[src/pabfs_params.svh]
`ifndef PABFS_PARAMS_SVH
`define PABFS_PARAMS_SVH
// Contract
// - pa5 field 11:10 selects port/serial_clock_ch1/dma_request_ch1/ext_interrupt_1_in
// - pa4 bit 8 selects port or tx1
// - pa3 bit 6 selects port or rx1
// - pa2 field 5:4 selects port/serial_clock_ch0/dma_request_ch0/ext_interrupt_0_in
// - pa1 bit 2 selects port or tx0
// - pa0 bit 0 selects port or rx0
// - port b direction bit 1 output, 0 input
// - direction used only in port mode
// - direction bits 15:10 read zero, write zero
// - direction register resets to all zeros
// - port b control reserved bits read zero
// - pb9 field selects port/ext_interrupt_7_in/a21/converter trigger
// - pb8 field selects port/ext_interrupt_6_in/a20/bus wait
// - pb7 field selects port/ext_interrupt_5_in/a19/bus request
// - port b control registers 16-bit read/write

`define PABFS_ADDR_W 12
`define PABFS_OFS_PA_LOW_CTRL2 12'h000
`define PABFS_OFS_PB_DIR 12'h004
`define PABFS_OFS_PB_CTRL1 12'h008
`define PABFS_OFS_PB_CTRL2 12'h00C
`define PABFS_OFS_PIN_LEVEL 12'h010
`define PABFS_OFS_PIN_DRIVE 12'h014

`define PABFS_WMASK_PA_LOW_CTRL2 16'h0D75
`define PABFS_WMASK_PB_DIR 16'h03FF
`define PABFS_WMASK_PB_CTRL1 16'h0C0F
`define PABFS_WMASK_PB_CTRL2 16'hFFF5

`define PABFS_RST_PA_LOW_CTRL2 16'h0000
`define PABFS_RST_PB_DIR 16'h0000
`define PABFS_RST_PB_CTRL1 16'h0000
`define PABFS_RST_PB_CTRL2 16'h0000

`define PABFS_MODE_PORT 2'h0
`define PABFS_MODE_FN1 2'h1
`define PABFS_MODE_FN2 2'h2
`define PABFS_MODE_FN3 2'h3

`define PABFS_POS_PA5 11
`define PABFS_POS_PA4 8
`define PABFS_POS_PA3 6
`define PABFS_POS_PA2 4
`define PABFS_POS_PA1 2
`define PABFS_POS_PA0 0
`define PABFS_POS_PB9 2
`define PABFS_POS_PB8 0
`define PABFS_POS_PB7 14

`define PABFS_IDLE_LVL 4'hF
`endif

[src/pabfs_pkg.sv]
package pabfs_pkg;
   typedef struct packed {
      logic psel;
      logic penable;
      logic pwrite;
      logic [11:0] paddr;
      logic [31:0] pwdata;
   } pabfs_apb_req_t;

   typedef struct packed {
      logic [31:0] prdata;
      logic pready;
      logic pslverr;
   } pabfs_apb_rsp_t;

   typedef struct packed {
      logic [9:0] b;
      logic [5:0] a;
   } pabfs_pad_t;

   typedef struct packed {
      logic serial_clock_ch0_out;
      logic serial_clock_ch0_oe;
      logic serial_clock_ch1_out;
      logic serial_clock_ch1_oe;
      logic serial_tx_ch0;
      logic serial_tx_ch1;
      logic addr_bit_19_out;
      logic addr_bit_20_out;
      logic addr_bit_21_out;
   } pabfs_fn_drive_t;

   typedef struct packed {
      logic serial_clock_ch0_in;
      logic serial_clock_ch1_in;
      logic serial_rx_ch0;
      logic serial_rx_ch1;
      logic dma_request_ch0;
      logic dma_request_ch1;
      logic ext_interrupt_0_in;
      logic ext_interrupt_1_in;
      logic ext_interrupt_5_in;
      logic ext_interrupt_6_in;
      logic ext_interrupt_7_in;
      logic converter_trigger_in;
      logic bus_wait_in;
      logic bus_request_in;
   } pabfs_fn_sense_t;

   typedef enum logic [1:0] {
      PABFS_APB_IDLE = 2'h1,
      PABFS_APB_RESP = 2'h2
   } pabfs_apb_st_t;

   typedef struct packed {
      pabfs_apb_st_t apb;
      logic [15:0] pa_low_ctrl2;
      logic [15:0] pb_dir;
      logic [15:0] pb_ctrl1;
      logic [15:0] pb_ctrl2;
      pabfs_apb_rsp_t rsp;
      pabfs_pad_t pin_out;
      pabfs_pad_t pin_oe;
      pabfs_pad_t port_pin_val;
      pabfs_fn_sense_t sense;
   } pabfs_state_t;
endpackage

[src/pabfs_reg_wr.sv]
`timescale 1ns/100ps
module pabfs_reg_wr #(
   parameter logic [15:0] WMASK = 16'hFFFF
) (
   input wire logic we,
   input wire logic [15:0] cur,
   input wire logic [15:0] wdata,
   output logic [15:0] nxt
);
   // Masked bits never store, so reserved bits always read back zero
   assign nxt = we ? (wdata & WMASK) : cur;
endmodule // pabfs_reg_wr

[src/pabfs_pin_cell.sv]
`timescale 1ns/100ps
`include "pabfs_params.svh"
module pabfs_pin_cell (
   input wire logic [1:0] mode,
   input wire logic port_dir,
   input wire logic port_out,
   input wire logic [3:0] fn_out,
   input wire logic [3:0] fn_oe,
   input wire logic [3:0] idle_lvl,
   input wire logic pin_in,
   output logic pin_out,
   output logic pin_oe,
   output logic [3:0] fn_in
);
   always_comb begin
      if (mode == `PABFS_MODE_PORT) begin
         pin_out = port_out;
         pin_oe = port_dir;
      end else begin
         pin_out = fn_out[mode];
         pin_oe = fn_oe[mode];
      end
      for (int k = 0; k < 4; k++) begin
         fn_in[k] = (mode == k[1:0]) ? pin_in : idle_lvl[k];
      end
      fn_in[0] = pin_in;
   end
endmodule // pabfs_pin_cell

[src/pabfs_top.sv]
`timescale 1ns/100ps
`include "pabfs_params.svh"
module pabfs_top (
   input wire logic pclk,
   input wire logic presetn,
   input wire pabfs_pkg::pabfs_apb_req_t apb_req,
   output pabfs_pkg::pabfs_apb_rsp_t apb_rsp,
   input wire pabfs_pkg::pabfs_pad_t pin_in,
   output pabfs_pkg::pabfs_pad_t pin_out,
   output pabfs_pkg::pabfs_pad_t pin_oe,
   input wire logic [5:0] port_a_data,
   input wire logic [5:0] port_a_dir,
   input wire logic [9:0] port_b_data,
   output pabfs_pkg::pabfs_pad_t port_pin_val,
   input wire pabfs_pkg::pabfs_fn_drive_t fn_drive,
   output pabfs_pkg::pabfs_fn_sense_t fn_sense
);
   import pabfs_pkg::*;

   localparam pabfs_state_t STATE_RST = '{
      apb: PABFS_APB_IDLE,
      pa_low_ctrl2: `PABFS_RST_PA_LOW_CTRL2,
      pb_dir: `PABFS_RST_PB_DIR,
      pb_ctrl1: `PABFS_RST_PB_CTRL1,
      pb_ctrl2: `PABFS_RST_PB_CTRL2,
      rsp: '0,
      pin_out: '0,
      pin_oe: '0,
      port_pin_val: '0,
      sense: '1
   };

   pabfs_state_t state_reg;
   pabfs_state_t state_next;

   logic access;
   logic hit;
   logic commit;
   logic we_pa;
   logic we_dir;
   logic we_cr1;
   logic we_cr2;
   logic [15:0] pa_nxt;
   logic [15:0] dir_nxt;
   logic [15:0] cr1_nxt;
   logic [15:0] cr2_nxt;
   logic [15:0] rd_val;

   logic [1:0] pmode [0:15];
   logic [3:0] fo [0:15];
   logic [3:0] foe [0:15];
   logic [3:0] fin [0:15];
   logic pdir [0:15];
   logic pout [0:15];
   logic po [0:15];
   logic poe [0:15];
   logic [15:0] pin_flat;
   logic [6:0] pb_low_port;

   assign pin_flat = {pin_in.b, pin_in.a};
   assign access = apb_req.psel & apb_req.penable;

   always_comb begin
      hit = 1'h1;
      rd_val = 16'h0000;
      case (apb_req.paddr)
         `PABFS_OFS_PA_LOW_CTRL2: rd_val = state_reg.pa_low_ctrl2;
         `PABFS_OFS_PB_DIR: rd_val = state_reg.pb_dir;
         `PABFS_OFS_PB_CTRL1: rd_val = state_reg.pb_ctrl1;
         `PABFS_OFS_PB_CTRL2: rd_val = state_reg.pb_ctrl2;
         `PABFS_OFS_PIN_LEVEL: rd_val = state_reg.port_pin_val;
         `PABFS_OFS_PIN_DRIVE: rd_val = state_reg.pin_oe;
         default: hit = 1'h0;
      endcase
   end

   // Write lands on the same edge the master samples pready
   assign commit = access & apb_req.pwrite & hit & (state_reg.apb == PABFS_APB_RESP);
   assign we_pa = commit & (apb_req.paddr == `PABFS_OFS_PA_LOW_CTRL2);
   assign we_dir = commit & (apb_req.paddr == `PABFS_OFS_PB_DIR);
   assign we_cr1 = commit & (apb_req.paddr == `PABFS_OFS_PB_CTRL1);
   assign we_cr2 = commit & (apb_req.paddr == `PABFS_OFS_PB_CTRL2);

   pabfs_reg_wr #(
      .WMASK(`PABFS_WMASK_PA_LOW_CTRL2)
   ) u_wr_pa (
      .we(we_pa),
      .cur(state_reg.pa_low_ctrl2),
      .wdata(apb_req.pwdata[15:0]),
      .nxt(pa_nxt)
   );

   pabfs_reg_wr #(
      .WMASK(`PABFS_WMASK_PB_DIR)
   ) u_wr_dir (
      .we(we_dir),
      .cur(state_reg.pb_dir),
      .wdata(apb_req.pwdata[15:0]),
      .nxt(dir_nxt)
   );

   pabfs_reg_wr #(
      .WMASK(`PABFS_WMASK_PB_CTRL1)
   ) u_wr_cr1 (
      .we(we_cr1),
      .cur(state_reg.pb_ctrl1),
      .wdata(apb_req.pwdata[15:0]),
      .nxt(cr1_nxt)
   );

   pabfs_reg_wr #(
      .WMASK(`PABFS_WMASK_PB_CTRL2)
   ) u_wr_cr2 (
      .we(we_cr2),
      .cur(state_reg.pb_ctrl2),
      .wdata(apb_req.pwdata[15:0]),
      .nxt(cr2_nxt)
   );

   // Fields for PB6..PB0 are stored but their functions live elsewhere
   always_comb begin
      pb_low_port[0] = ~cr2_nxt[0];
      pb_low_port[1] = ~cr2_nxt[2];
      pb_low_port[2] = ({cr1_nxt[10], cr2_nxt[5:4]} == 3'h0);
      pb_low_port[3] = ({cr1_nxt[11], cr2_nxt[7:6]} == 3'h0);
      pb_low_port[4] = (cr2_nxt[9:8] == 2'h0);
      pb_low_port[5] = (cr2_nxt[11:10] == 2'h0);
      pb_low_port[6] = (cr2_nxt[13:12] == 2'h0);
   end

   // Routing uses next-state fields so pins follow the write edge
   always_comb begin
      for (int i = 0; i < 16; i++) begin
         pmode[i] = `PABFS_MODE_PORT;
         fo[i] = 4'h0;
         foe[i] = 4'h0;
      end
      for (int i = 0; i < 6; i++) begin
         pdir[i] = port_a_dir[i];
         pout[i] = port_a_data[i];
      end
      for (int j = 0; j < 10; j++) begin
         pdir[j + 6] = dir_nxt[j];
         pout[j + 6] = port_b_data[j];
      end
      pmode[0] = {1'h0, pa_nxt[`PABFS_POS_PA0]};
      pmode[1] = {1'h0, pa_nxt[`PABFS_POS_PA1]};
      fo[1][1] = fn_drive.serial_tx_ch0;
      foe[1][1] = 1'h1;
      pmode[2] = pa_nxt[`PABFS_POS_PA2 +: 2];
      fo[2][1] = fn_drive.serial_clock_ch0_out;
      foe[2][1] = fn_drive.serial_clock_ch0_oe;
      pmode[3] = {1'h0, pa_nxt[`PABFS_POS_PA3]};
      pmode[4] = {1'h0, pa_nxt[`PABFS_POS_PA4]};
      fo[4][1] = fn_drive.serial_tx_ch1;
      foe[4][1] = 1'h1;
      pmode[5] = pa_nxt[`PABFS_POS_PA5 -: 2];
      fo[5][1] = fn_drive.serial_clock_ch1_out;
      foe[5][1] = fn_drive.serial_clock_ch1_oe;
      for (int j = 0; j < 7; j++) begin
         pmode[j + 6] = pb_low_port[j] ? `PABFS_MODE_PORT : `PABFS_MODE_FN1;
      end
      pmode[13] = cr2_nxt[`PABFS_POS_PB7 +: 2];
      fo[13][2] = fn_drive.addr_bit_19_out;
      foe[13][2] = 1'h1;
      pmode[14] = cr1_nxt[`PABFS_POS_PB8 +: 2];
      fo[14][2] = fn_drive.addr_bit_20_out;
      foe[14][2] = 1'h1;
      pmode[15] = cr1_nxt[`PABFS_POS_PB9 +: 2];
      fo[15][2] = fn_drive.addr_bit_21_out;
      foe[15][2] = 1'h1;
   end

   for (genvar g = 0; g < 16; g++) begin : g_pin
      pabfs_pin_cell u_cell (
         .mode(pmode[g]),
         .port_dir(pdir[g]),
         .port_out(pout[g]),
         .fn_out(fo[g]),
         .fn_oe(foe[g]),
         .idle_lvl(`PABFS_IDLE_LVL),
         .pin_in(pin_flat[g]),
         .pin_out(po[g]),
         .pin_oe(poe[g]),
         .fn_in(fin[g])
      );
   end

   always_comb begin
      state_next = state_reg;
      state_next.pa_low_ctrl2 = pa_nxt;
      state_next.pb_dir = dir_nxt;
      state_next.pb_ctrl1 = cr1_nxt;
      state_next.pb_ctrl2 = cr2_nxt;
      // One wait state keeps pready a plain flip-flop
      case (state_reg.apb)
         PABFS_APB_IDLE: begin
            if (access) begin
               state_next.apb = PABFS_APB_RESP;
               state_next.rsp.pready = 1'h1;
               state_next.rsp.pslverr = ~hit;
               state_next.rsp.prdata = apb_req.pwrite ? 32'h0000_0000 : {16'h0000, rd_val};
            end
         end
         PABFS_APB_RESP: begin
            state_next.apb = PABFS_APB_IDLE;
            state_next.rsp = '0;
         end
         default: begin
            state_next.apb = PABFS_APB_IDLE;
            state_next.rsp = '0;
         end
      endcase
      for (int i = 0; i < 6; i++) begin
         state_next.pin_out.a[i] = po[i];
         state_next.pin_oe.a[i] = poe[i];
      end
      for (int j = 0; j < 10; j++) begin
         state_next.pin_out.b[j] = po[j + 6];
         state_next.pin_oe.b[j] = poe[j + 6];
      end
      state_next.port_pin_val = pin_in;
      state_next.sense.serial_rx_ch0 = fin[0][1];
      state_next.sense.serial_clock_ch0_in = fin[2][1];
      state_next.sense.dma_request_ch0 = fin[2][2];
      state_next.sense.ext_interrupt_0_in = fin[2][3];
      state_next.sense.serial_rx_ch1 = fin[3][1];
      state_next.sense.serial_clock_ch1_in = fin[5][1];
      state_next.sense.dma_request_ch1 = fin[5][2];
      state_next.sense.ext_interrupt_1_in = fin[5][3];
      state_next.sense.ext_interrupt_5_in = fin[13][1];
      state_next.sense.bus_request_in = fin[13][3];
      state_next.sense.ext_interrupt_6_in = fin[14][1];
      state_next.sense.bus_wait_in = fin[14][3];
      state_next.sense.ext_interrupt_7_in = fin[15][1];
      state_next.sense.converter_trigger_in = fin[15][3];
   end

   always_ff @(posedge pclk or negedge presetn) begin
      if (!presetn) begin
         state_reg <= STATE_RST;
      end else begin
         state_reg <= state_next;
      end
   end

   assign apb_rsp = state_reg.rsp;
   assign pin_out = state_reg.pin_out;
   assign pin_oe = state_reg.pin_oe;
   assign port_pin_val = state_reg.port_pin_val;
   assign fn_sense = state_reg.sense;
endmodule // pabfs_top

[config.mk]
export PLATFORM = sky130hd
export DESIGN_NAME = pabfs_top
export DESIGN_NICKNAME = d
export VERILOG_FILES = /design/src/pabfs_pkg.sv /design/src/pabfs_reg_wr.sv /design/src/pabfs_pin_cell.sv /design/src/pabfs_top.sv
export VERILOG_INCLUDE_DIRS = /design/src /design/src/src
export SDC_FILE = /design/constraint.sdc
export NUM_CORES = 1
export LEC_CHECK = 0
export BUFFER_PORTS_ARGS = -buffer_cell sky130_fd_sc_hd__buf_2
export CORE_MARGIN = 1.5
export CORE_UTILIZATION = 40
export DETAILED_ROUTE_END_ITERATION = 10
export PLACE_DENSITY = 0.75
export SLEW_MARGIN = 10
export SYNTH_ARGS = -nofsm -noshare
export SYNTH_HDL_FRONTEND = slang
export SYNTH_SLANG_ARGS = --single-unit
[constraint.sdc]
create_clock -name pclk -period 2.6 [get_ports pclk]
set_input_delay 0.78 -clock pclk [delete_from_list [all_inputs] [get_ports pclk]]
set_output_delay 0.78 -clock pclk [all_outputs]
set_load 0.02 [all_outputs]
==> results.cfg, run 1 <==
[status]
status = complete, no violations

[synth]
yosys_warnings = 0
synth-seq-area-share_pct = 52.6
yosys.area_share.xor_xnor_pct = 0
synth_compound_area_share_pct = 8.14
synth_top_family_by_area = buffers and inverters
synth_adder_area_share_pct = 0
post_synth_num_cell_types = 47
post_synth_mux_area_share_pct = 11.8
synth_simple_gate_area_share_pct = 12.7
synth.ff_latch_count = 119
synth_area_um2 = 5700
postSynthCellCount = 492
synthesis.area_per_instance_um2 = 11.6

[drt]
detail_route.wirelength_um = 13800
drt_first_iter_violations = 205
wire_per_inst_um = 17.1
route.detailed.drc = 0
detail_route.vias_per_cell = 4.97
antenna_violating_nets_post_route = 0
route.vias.total = 4014
drt_pass_1_iters = 4

[sta]
setup-violations-final = 0
slew_viol_final = 0
max_freq_ghz = 0.393
final.setup.tns_ns = 0
unrepaired_setup_endpoints_after_global_routing = false
layout_worst_path_cycle_share_pct = 97.8
finClkSkew_ns = 0.00667
min_period_ns = 2.54
finalWorstSetupSlack_ns = 0.0562
report.final.hold_viol_count = 0

[critical_path]
worstPathRequired_ns = 2.93
critical_path_arrival_ns = 2.88
worstSetupStartpointType = primary input
r2r_cells = 6
worstSetupEndpointType = register
crit_path_max_fanout = 7
timing.rr.start = state_reg[161]
reg2reg_setup_slack_ns = 0.61
timing.rr.end = fn_sense[8]
critical_path_class = primary input to register

[clock_tree]
cts_buffers = 17
cts_max_level = 4
clockRootBuffer = sky130_fd_sc_hd__clkbuf_16
clk-insertion-delay-late_ns = 0.41
cts_tree = built
clock_tree.buffer_depth = 2
clock_net_sink_count = 119
clkSlewWorstSetupHoldPaths_ns = 0.05

[placement]
place_congestion = 0.870
post-dp-hpwl_um = 10800
dp_slack_ns = -0.439
port-buffer-count = 159

[finish]
diodes = 0
area_growth_syn_to_layout_pct = 23.0
largest_reg_flops = 40
post_route_cells_drive_above_1_share_pct = 49.5
layout.nets = 711

[floorplan]
die-area_um2 = 15000
chipHeight_um = 122
dieWidth_um = 122
initial_core_util_pct = 41.1
io_pins = 192
core_area_um2 = 13900
floorplan.rows = 43

[pwr]
power.combinational.fraction_pct = 6.8
power.switching_fraction_pct = 22.1
internal_power_w = 0.00371
pwr-share-seq_pct = 40.1
vdd_ir_drop_max_v = 0.000433
powerDensity_nw_per_um2 = 678
p_clk_share_pct = 53.1
leakage_nw = 3.58
switchingPower_w = 0.00105

[grt]
grt.overflow.total = 0
grt_pass1_vias = 4099
global_route_wire_length_before_repair_um = 21400
grt-busiest-layer = met2
groute.layer.met1.usage_pct = 24.2
met2_usage_pct = 31.3
groute.layer.met3.usage_pct = 5.11
grt_usage_pct = 19.3
grt_max_degree = 64
antenna_found_initial = 0

[worst_hold_path]
timing.hold.worst.class = primary input to async pin

[job]
cap_violations = 0
-- cell usage after synthesis, drive strengths merged --
library cell | count | area (um2)
a21boi | 2 | 15.0
nor2b | 9 | 56.3
mux2 | 35 | 402
conb | 1 | 3.75
nor2 | 26 | 97.6
nand2 | 24 | 90.1
a21oi | 14 | 70.1
or4 | 3 | 26.3
nor3 | 2 | 10.0
and3 | 3 | 18.8
buf | 103 | 772
inv | 10 | 37.5
and3b | 1 | 8.76
a22oi | 16 | 120
or3 | 2 | 12.5
nor4 | 3 | 55.1
and2 | 4 | 25.0
or2 | 4 | 25.0
a31oi | 3 | 18.8
mux4 | 4 | 90.1
o21ba | 3 | 30.0
nand2b | 7 | 43.8
clkbuf | 8 | 30.0
o32ai | 2 | 17.5
nand3 | 10 | 55.1
nor3b | 5 | 37.5
dfstp | 15 | 394
nand3b | 10 | 87.6
dfrtp | 104 | 2600
mux2i | 18 | 180
o21ai | 23 | 115
a22o | 6 | 52.6
nand4 | 1 | 6.26
a21o | 3 | 25.0
nand4b | 1 | 8.76
or3b | 7 | 61.3
-- layer usage --
layer | part of all wire [%] | routed length (um)
met1 | 42 | 5790
met2 | 49 | 6820
met3 | 6.2 | 860
met4 | 2.7 | 374
met5 | 0 | 0
-- final cells by class --
type                            count  area (um2)
Fill cell                        1235        6870
Clock inverter                     11         170
Timing Repair Buffer              200        1120
Sequential cell                   119        3000
Clock buffer                       21         480
Inverter                           10        37.5
Tap cell                          180         225
Multi-Input combinational cell    267        1990
-- power groups by stage --
stage                     Sequential [W]  Clock, W  Combinational [W]
final                            0.00191   0.00253           0.000323
after global routing             0.00191   0.00265           0.000355
after CTS                        0.00191   0.00258           0.000326
after detailed placement         0.00194         0           0.000324
after global placement           0.00194         0           0.000315
after floorplan                  0.00193         0           0.000210
-- cell families after synthesis --
kind of cell | Yosys count
AOI/OAI and AO/OA | 72
buffers and inverters | 121
DFF | 119
muxes | 57
other | 1
and+or+nand+nor | 122
-- critical path: stages --
cell,delay [ns]
sky130_fd_sc_hd__buf_2,0.10
sky130_fd_sc_hd__or4_4,0.62
sky130_fd_sc_hd__or3_1,0.41
sky130_fd_sc_hd__nand3b_4,0.25
sky130_fd_sc_hd__mux2_4,0.37
sky130_fd_sc_hd__or3b_1,0.35
-- per-stage QoR --
stage / cells / total power (W) / util (%) / hold WS, ns / instance area [um2]
after global placement: 776 / 0.00225 / 45.7 / 0.467 / 6340
after floorplan: 507 / 0.00214 / - / 0.451 / 5810
after detailed placement: 776 / 0.00226 / 45.7 / 0.467 / 6340
final: 808 / 0.00476 / 50.5 / 0.261 / 7020
after global routing: 808 / 0.00492 / 50.5 / 0.274 / 7020
after CTS: 808 / 0.00481 / 50.4 / 0.259 / 7000
-- worst max-delay path by stage --
stage	depth (start not counted)	startpoint	end	slack, ns
finish	6	apb_req[33]	fn_sense[3]	0.06
global route	6	apb_req[33]	fn_sense[3]	0.01
CTS	7	apb_req[43]	pin_oe[14]	0.02
detailed placement	7	apb_req[43]	pin_oe[14]	-0.44
global placement	7	apb_req[43]	pin_oe[14]	-0.35
floorplan	8	apb_req[33]	fn_sense[3]	-0.36
-- timing repair --
| action | in CTS | in global routing |
|---|---|---|
| endpoints found under the hold margin | 0 | 0 |
| pin swaps | 1 | 0 |
| gates resized for setup | 1 | 3 |
| setup endpoints to repair | 1 | 12 |
| hold buffers | 0 | 0 |
| buffers inserted | 0 | 0 |
-- layout by cell type, fill, tap and decap left out, types with 3 or more instances in the layout --
| cell type | count |
|---|---|
| sky130_fd_sc_hd__or2_2 | 4 |
| sky130_fd_sc_hd__nor2b_1 | 9 |
| sky130_fd_sc_hd__buf_4 | 41 |
| sky130_fd_sc_hd__mux2i_1 | 16 |
| sky130_fd_sc_hd__bufinv_16 | 4 |
| sky130_fd_sc_hd__mux2_4 | 6 |
| sky130_fd_sc_hd__conb_1 | 16 |
| sky130_fd_sc_hd__o21ba_2 | 3 |
| sky130_fd_sc_hd__mux4_2 | 4 |
| sky130_fd_sc_hd__nand2_1 | 22 |
| sky130_fd_sc_hd__and3_1 | 3 |
| sky130_fd_sc_hd__clkinvlp_4 | 6 |
| sky130_fd_sc_hd__clkbuf_16 | 17 |
| sky130_fd_sc_hd__or3b_1 | 5 |
| sky130_fd_sc_hd__nand2b_1 | 7 |
| sky130_fd_sc_hd__nand3b_1 | 9 |
| sky130_fd_sc_hd__a21oi_1 | 14 |
| sky130_fd_sc_hd__a22oi_1 | 16 |
| sky130_fd_sc_hd__nor3b_1 | 3 |
| sky130_fd_sc_hd__clkbuf_8 | 4 |
| sky130_fd_sc_hd__a22o_1 | 6 |
| sky130_fd_sc_hd__o21ai_0 | 21 |
| sky130_fd_sc_hd__dfstp_2 | 15 |
| sky130_fd_sc_hd__dfrtp_1 | 104 |
| sky130_fd_sc_hd__buf_2 | 158 |
| sky130_fd_sc_hd__nand3_1 | 9 |
| sky130_fd_sc_hd__mux2_2 | 29 |
| sky130_fd_sc_hd__nor4_4 | 3 |
| sky130_fd_sc_hd__a31oi_1 | 3 |
| sky130_fd_sc_hd__inv_1 | 10 |
| sky130_fd_sc_hd__nor2_1 | 26 |
| sky130_fd_sc_hd__and2_1 | 4 |
Note: power is estimated with default switching activity, not from simulation.
==> inputs of run 2 (changes only) <==
- GPL_TIMING_DRIVEN: default -> 0
==> results.cfg, run 2 (synthesized netlist as in run 1, its figures left out) <==
[floorplan]
floorplan.rows = 43
io_pins = 192
initial_core_util_pct = 41.1
core_area_um2 = 13900
die-area_um2 = 15000
dieWidth_um = 122
chipHeight_um = 122

[worst_hold_path]
timing.hold.worst.class = primary input to async pin

[finish]
layout.nets = 796
most-common-layout-cells = 155 x sky130_fd_sc_hd__buf_2, 114 x sky130_fd_sc_hd__buf_4, 104 x sky130_fd_sc_hd__dfrtp_1
layout_commonest_cell = sky130_fd_sc_hd__buf_2
layoutNonFillerInstCount = 894
utilization_pct = 55.8
area_growth_syn_to_layout_pct = 35.9
largest_reg_flops = 40
post_route_cells_drive_above_1_share_pct = 55.0

[drt]
detail_route.vias_per_cell = 4.83
drt_pass_1_iters = 5
drt_first_iter_violations = 296
met3WireLength_um = 983
route.detailed.drc = 0
routed-wl-met2_um = 7380
route.vias.total = 4319
antenna_violating_nets_post_route = 0
detail_route.wirelength_um = 14800
m1WireLength_um = 6080
dr.max_layer_used = met4
wire_per_inst_um = 16.5

[sta]
slew_viol_final = 0
worstMarginPinSlew_ns = 0.743
unrepaired_setup_endpoints_after_global_routing = true
layout_worst_path_cycle_share_pct = 98.7
setup-violations-final = 0
finClkSkew_ns = 0.00816
max_freq_ghz = 0.390
final.hold.worst_slack_ns = 0.346
worst_slew_margin_rel_pct = 50.2
report.final.hold_viol_count = 0
min_period_ns = 2.57

[status]
status = complete, no violations

[critical_path]
cp_num_cells = 8
worstPathRequired_ns = 2.93
critical_path.cell_chain = buf_6 -> or4_4 -> buf_4 -> buf_4 -> nor4_4 -> nand2_2 -> mux2_4 -> or3b_4
critical_path_arrival_ns = 2.90
cp.buffers_inverters = 3
crit_path_max_fanout = 6
worst_path_largest_cell_delay_ns = 0.57
cp_slowest_cell = sky130_fd_sc_hd__or4_4
critical_path_class = primary input to register
worstSetupEndpointType = register
crit_path_frequent_cell = sky130_fd_sc_hd__buf_4
worstSetupStartpointType = primary input
timing.critical_path.max_delay_family = simple AND/OR/NAND/NOR gates
r2r_cells = 5

[pwr]
leakage_nw = 4.05
pwr-share-seq_pct = 37.9
internal_power_w = 0.00398
p_clk_share_pct = 54.4
fin_total_pwr_w = 0.00504
power.combinational.fraction_pct = 7.7
powerDensity_nw_per_um2 = 650
switchingPower_w = 0.00107
power.switching_fraction_pct = 21.1
vdd_ir_drop_max_v = 0.000365

[job]
cap_violations = 0

[clock_tree]
cts.hold.buffers_added = 0
clkSlewWorstSetupHoldPaths_ns = 0.06
clock_tree.buffer_depth = 2
clock_net_sink_count = 119
cts_buffers = 17
clockRootBuffer = sky130_fd_sc_hd__clkbuf_16
cts_tree = built
cts_max_level = 4
clk-insertion-delay-late_ns = 0.41

[placement]
place_congestion = 0.833
placedCellCount = 846
post-dp-hpwl_um = 11000
port-buffer-count = 158

[grt]
global_route_wire_length_before_repair_um = 22900
grt_max_degree = 65
grt.overflow.total = 0
antenna_found_initial = 1
grt_pass1_vias = 4369
grt_usage_pct = 20.6
## run 2: cell types whose count changed in the layout (fill, tap and decap cells not counted), sizes merged
cell      before  now
diode          0    1
clkbuf        21   27
bufinv         4    7
clkinvlp       6    3
buf          200  277
clkinv         1    3
## run 2: worst register-to-register path, cell delays in order (launching register included)
cell and delay (ns):
sky130_fd_sc_hd__dfrtp_1 0.39, sky130_fd_sc_hd__nand4_1 0.18, sky130_fd_sc_hd__nor3_2 0.61, sky130_fd_sc_hd__nand2_4 0.22, sky130_fd_sc_hd__mux2_4 0.39, sky130_fd_sc_hd__or3b_1 0.36
## run 2: routing by layer
metal / global-route usage (%) / vias up
li1: - / 2011
met1: 25.9 / 2091
met2: 34.4 / 187
met3: 4.55 / 30
met4: 8.43 / 0
met5: 0 / -
## run 2: layout make-up
class / instances / area [um2]
Sequential cell: 119 / 3000
Tap cell: 180 / 225
Multi-Input combinational cell: 267 / 2020
Clock buffer: 19 / 443
Fill cell: 1195 / 6130
Antenna cell: 1 / 2.50
Clock inverter: 13 / 251
Inverter: 10 / 37.5
Buffer: 108 / 796
Timing Repair Buffer: 177 / 972
## run 2: power by group through the flow
stage / Clock, W / Combinational [W] / Sequential [W]
after detailed placement: 0 / 0.000381 / 0.00194
after global placement: 0 / 0.000367 / 0.00194
after floorplan: 0 / 0.000210 / 0.00193
after CTS: 0.00277 / 0.000389 / 0.00191
after global routing: 0.00287 / 0.000424 / 0.00191
final: 0.00274 / 0.000387 / 0.00191
## run 2: what timing repair did
| item | in CTS | in global routing |
|---|---|---|
| hold endpoints to repair | 0 | 0 |
| setup buffers | 10 | 8 |
| pin swaps | 4 | 7 |
| setup endpoints to repair | 53 | 20 |
| gates resized for setup | 14 | 5 |
## run 2: path summary, 6_finish.rpt
path,start,to,slack [ns]
max in group asynchronous,presetn,state_reg[160],1.52
min in group pclk,pin_in[6],port_pin_val[6],0.47
setup reg to reg,state_reg[161],fn_sense[12],0.37
hold / removal,presetn,port_pin_val[2],0.35
hold reg to reg,apb_rsp[10],apb_rsp[10],0.49
setup / recovery,apb_req[40],fn_sense[5],0.03
## run 2: through the flow
step / TNS, ns / setup WS [ns] / cell area, um2
after CTS: -0.0899 / -0.0462 / 7690
after detailed placement: -46.63 / -0.833 / 6860
after global placement: -111.47 / -0.815 / 6830
final: 0 / 0.0348 / 7750
after floorplan: -6.98 / -0.360 / 5810
after global routing: -0.0347 / -0.0150 / 7750
==> inputs of run 3 (changes only) <==
--- a/config.mk
+++ b/config.mk
@@ -9,8 +9,8 @@
 export BUFFER_PORTS_ARGS = -buffer_cell sky130_fd_sc_hd__buf_2
 export CORE_MARGIN = 1.5
-export CORE_UTILIZATION = 40
+export CORE_UTILIZATION = 30
 export DETAILED_ROUTE_END_ITERATION = 10
 export GPL_TIMING_DRIVEN = 0
-export PLACE_DENSITY = 0.75
+export PLACE_DENSITY = 0.61
 export SLEW_MARGIN = 10
 export SYNTH_ARGS = -nofsm -noshare
==> constraint.sdc (replaced) <==
create_clock -name pclk -period 2.6 [get_ports pclk]
set_input_delay 0.78 -clock pclk [delete_from_list [all_inputs] [get_ports pclk]]
set_output_delay 0.78 -clock pclk [all_outputs]
set_load 0.005 [all_outputs]
==> results.cfg, run 3 (synthesized netlist as in run 1, its figures left out) <==
[finish]
layout_commonest_cell = sky130_fd_sc_hd__buf_2
largest_reg_flops = 40
most-common-layout-cells = 155 x sky130_fd_sc_hd__buf_2, 111 x sky130_fd_sc_hd__buf_4, 104 x sky130_fd_sc_hd__dfrtp_1
layout.nets = 793
post_route_cells_drive_above_1_share_pct = 54.4
diodes = 0
area_growth_syn_to_layout_pct = 34.5

[floorplan]
dieWidth_um = 141
initial_core_util_pct = 30.6
chipHeight_um = 141
io_pins = 192
die-area_um2 = 19800
core_area_um2 = 18600
floorplan.rows = 50

[sta]
worstMarginPinSlew_ns = 0.760
layout_worst_path_cycle_share_pct = 98.6
setup-violations-final = 0
worst_slew_margin_rel_pct = 49.4
finalWorstSetupSlack_ns = 0.0375
max_freq_ghz = 0.390
min_period_ns = 2.56
finClkSkew_ns = 0.00609
report.final.hold_viol_count = 0
slew_viol_final = 0
unrepaired_setup_endpoints_after_global_routing = false
final.hold.worst_slack_ns = 0.292

[pwr]
internal_power_w = 0.00346
pwr-share-seq_pct = 42.9
vdd_ir_drop_max_v = 0.000434
power.switching_fraction_pct = 22.4
power.combinational.fraction_pct = 7.5
fin_total_pwr_w = 0.00446
switchingPower_w = 0.000999
p_clk_share_pct = 49.7
leakage_nw = 4.00
powerDensity_nw_per_um2 = 581

[grt]
global_route_wire_length_before_repair_um = 23300
antenna_found_initial = 0
grt_pass1_vias = 4252
grt_usage_pct = 15.7
grt.overflow.total = 0
grt_max_degree = 74

[critical_path]
r2r_cells = 5
critical_path.cell_chain = buf_6 -> or4_4 -> or3_4 -> nand3b_4 -> buf_8 -> mux2_4 -> or3b_1
cp_slowest_cell = sky130_fd_sc_hd__or4_4
worstSetupEndpointType = register
timing.rr.start = state_reg[161]
reg2reg_setup_slack_ns = 0.28
cp-startpoint = apb_req[40]
timing.rr.end = fn_sense[8]
worstSetupStartpointType = primary input
cp-endpoint = fn_sense[3]
worst_path_largest_cell_delay_ns = 0.58
critical_path_class = primary input to register
worstPathRequired_ns = 2.94
crit_path_max_fanout = 5
critical_path_arrival_ns = 2.90

[clock_tree]
clockRootBuffer = sky130_fd_sc_hd__clkbuf_16
cts.hold.buffers_added = 0
clkSlewWorstSetupHoldPaths_ns = 0.06
clk-insertion-delay-late_ns = 0.41
cts_tree = built
cts_max_level = 4
cts_buffers = 17
clock_net_sink_count = 119
clock_tree.buffer_depth = 2

[drt]
antenna_violating_nets_post_route = 0
detail_route.vias_per_cell = 4.36
route.vias.total = 4117
detail_route.wirelength_um = 15000
drt_first_iter_violations = 145
route.detailed.drc = 0
wire_per_inst_um = 15.9
drt_pass_1_iters = 4

[placement]
dp_slack_ns = -0.867
port-buffer-count = 158
post-dp-hpwl_um = 11300
place_congestion = 0.755

[job]
cap_violations = 0

[worst_hold_path]
timing.hold.worst.class = primary input to async pin

[status]
status = complete, no violations
[run 3: how the worst min path moves through the flow]
stage / end / slack [ns] / from / depth (start not counted)
after detailed placement: apb_rsp[14] / 0.48 / apb_rsp[14] / 2
after CTS: pin_oe[4] / 0.31 / presetn / 1
after floorplan: apb_rsp[0] / 0.45 / apb_rsp[0] / 2
final: pin_oe[4] / 0.29 / presetn / 1
after global placement: apb_rsp[17] / 0.46 / apb_rsp[17] / 2
after global routing: pin_oe[4] / 0.32 / presetn / 1
[run 3: worst max-delay path: cells and delay by family]
kind                   cells  cell delay (ns)
AND/OR/NAND/NOR            4             1.56
buffers and inverters      2             0.25
multiplexers               1             0.31
[run 3: area by class of cell]
cell class              count  area [um2]
flip-flops and latches    119        3000
plain buffers             107         792
well taps                 234         293
clock buffers              23         448
repair buffers            175         970
fillers                  1865       11000
multi-input cells         267        2030
clock inverters             9         103
inverters                  10        37.5
[run 3: routing by layer]
layer  vias to the layer above  share of wire [%]  wire [um]  global-route usage (%)
met2                       117                 48       7140                    25.5
met1                      1991                 46       6820                    20.3
met5                         -                  0          0                       0
met3                        14                5.5        820                    4.25
met4                         0                1.3        191                    5.26
li1                       1995                  -          -                       -
[run 3: what timing repair did]
item,4_1_cts,5_1_grt
endpoints found under the setup margin,58,25
resized for setup,16,5
pin swaps,5,5
buffers inserted,13,3
[run 3: power by group through the flow]
stage	Clock (W)	Combinational (W)	Sequential [W]
floorplan	0	0.000152	0.00193
global placement	0	0.000322	0.00194
detailed placement	0	0.000331	0.00194
CTS	0.00226	0.000338	0.00191
global route	0.00235	0.000368	0.00191
finish	0.00222	0.000332	0.00191
[run 3: stage by stage]
| step | cell area [um2] | utilization (%) | setup TNS, ns | std cells |
|---|---|---|---|---|
| floorplan | 5810 | - | -6.98 | 507 |
| global placement | 6900 | 37.0 | -141.82 | 899 |
| detailed placement | 6930 | 37.2 | -50.08 | 900 |
| CTS | 7650 | 41.1 | -0.139 | 944 |
| global route | 7670 | 41.1 | 0 | 944 |
| finish | 7670 | 41.1 | 0 | 944 |
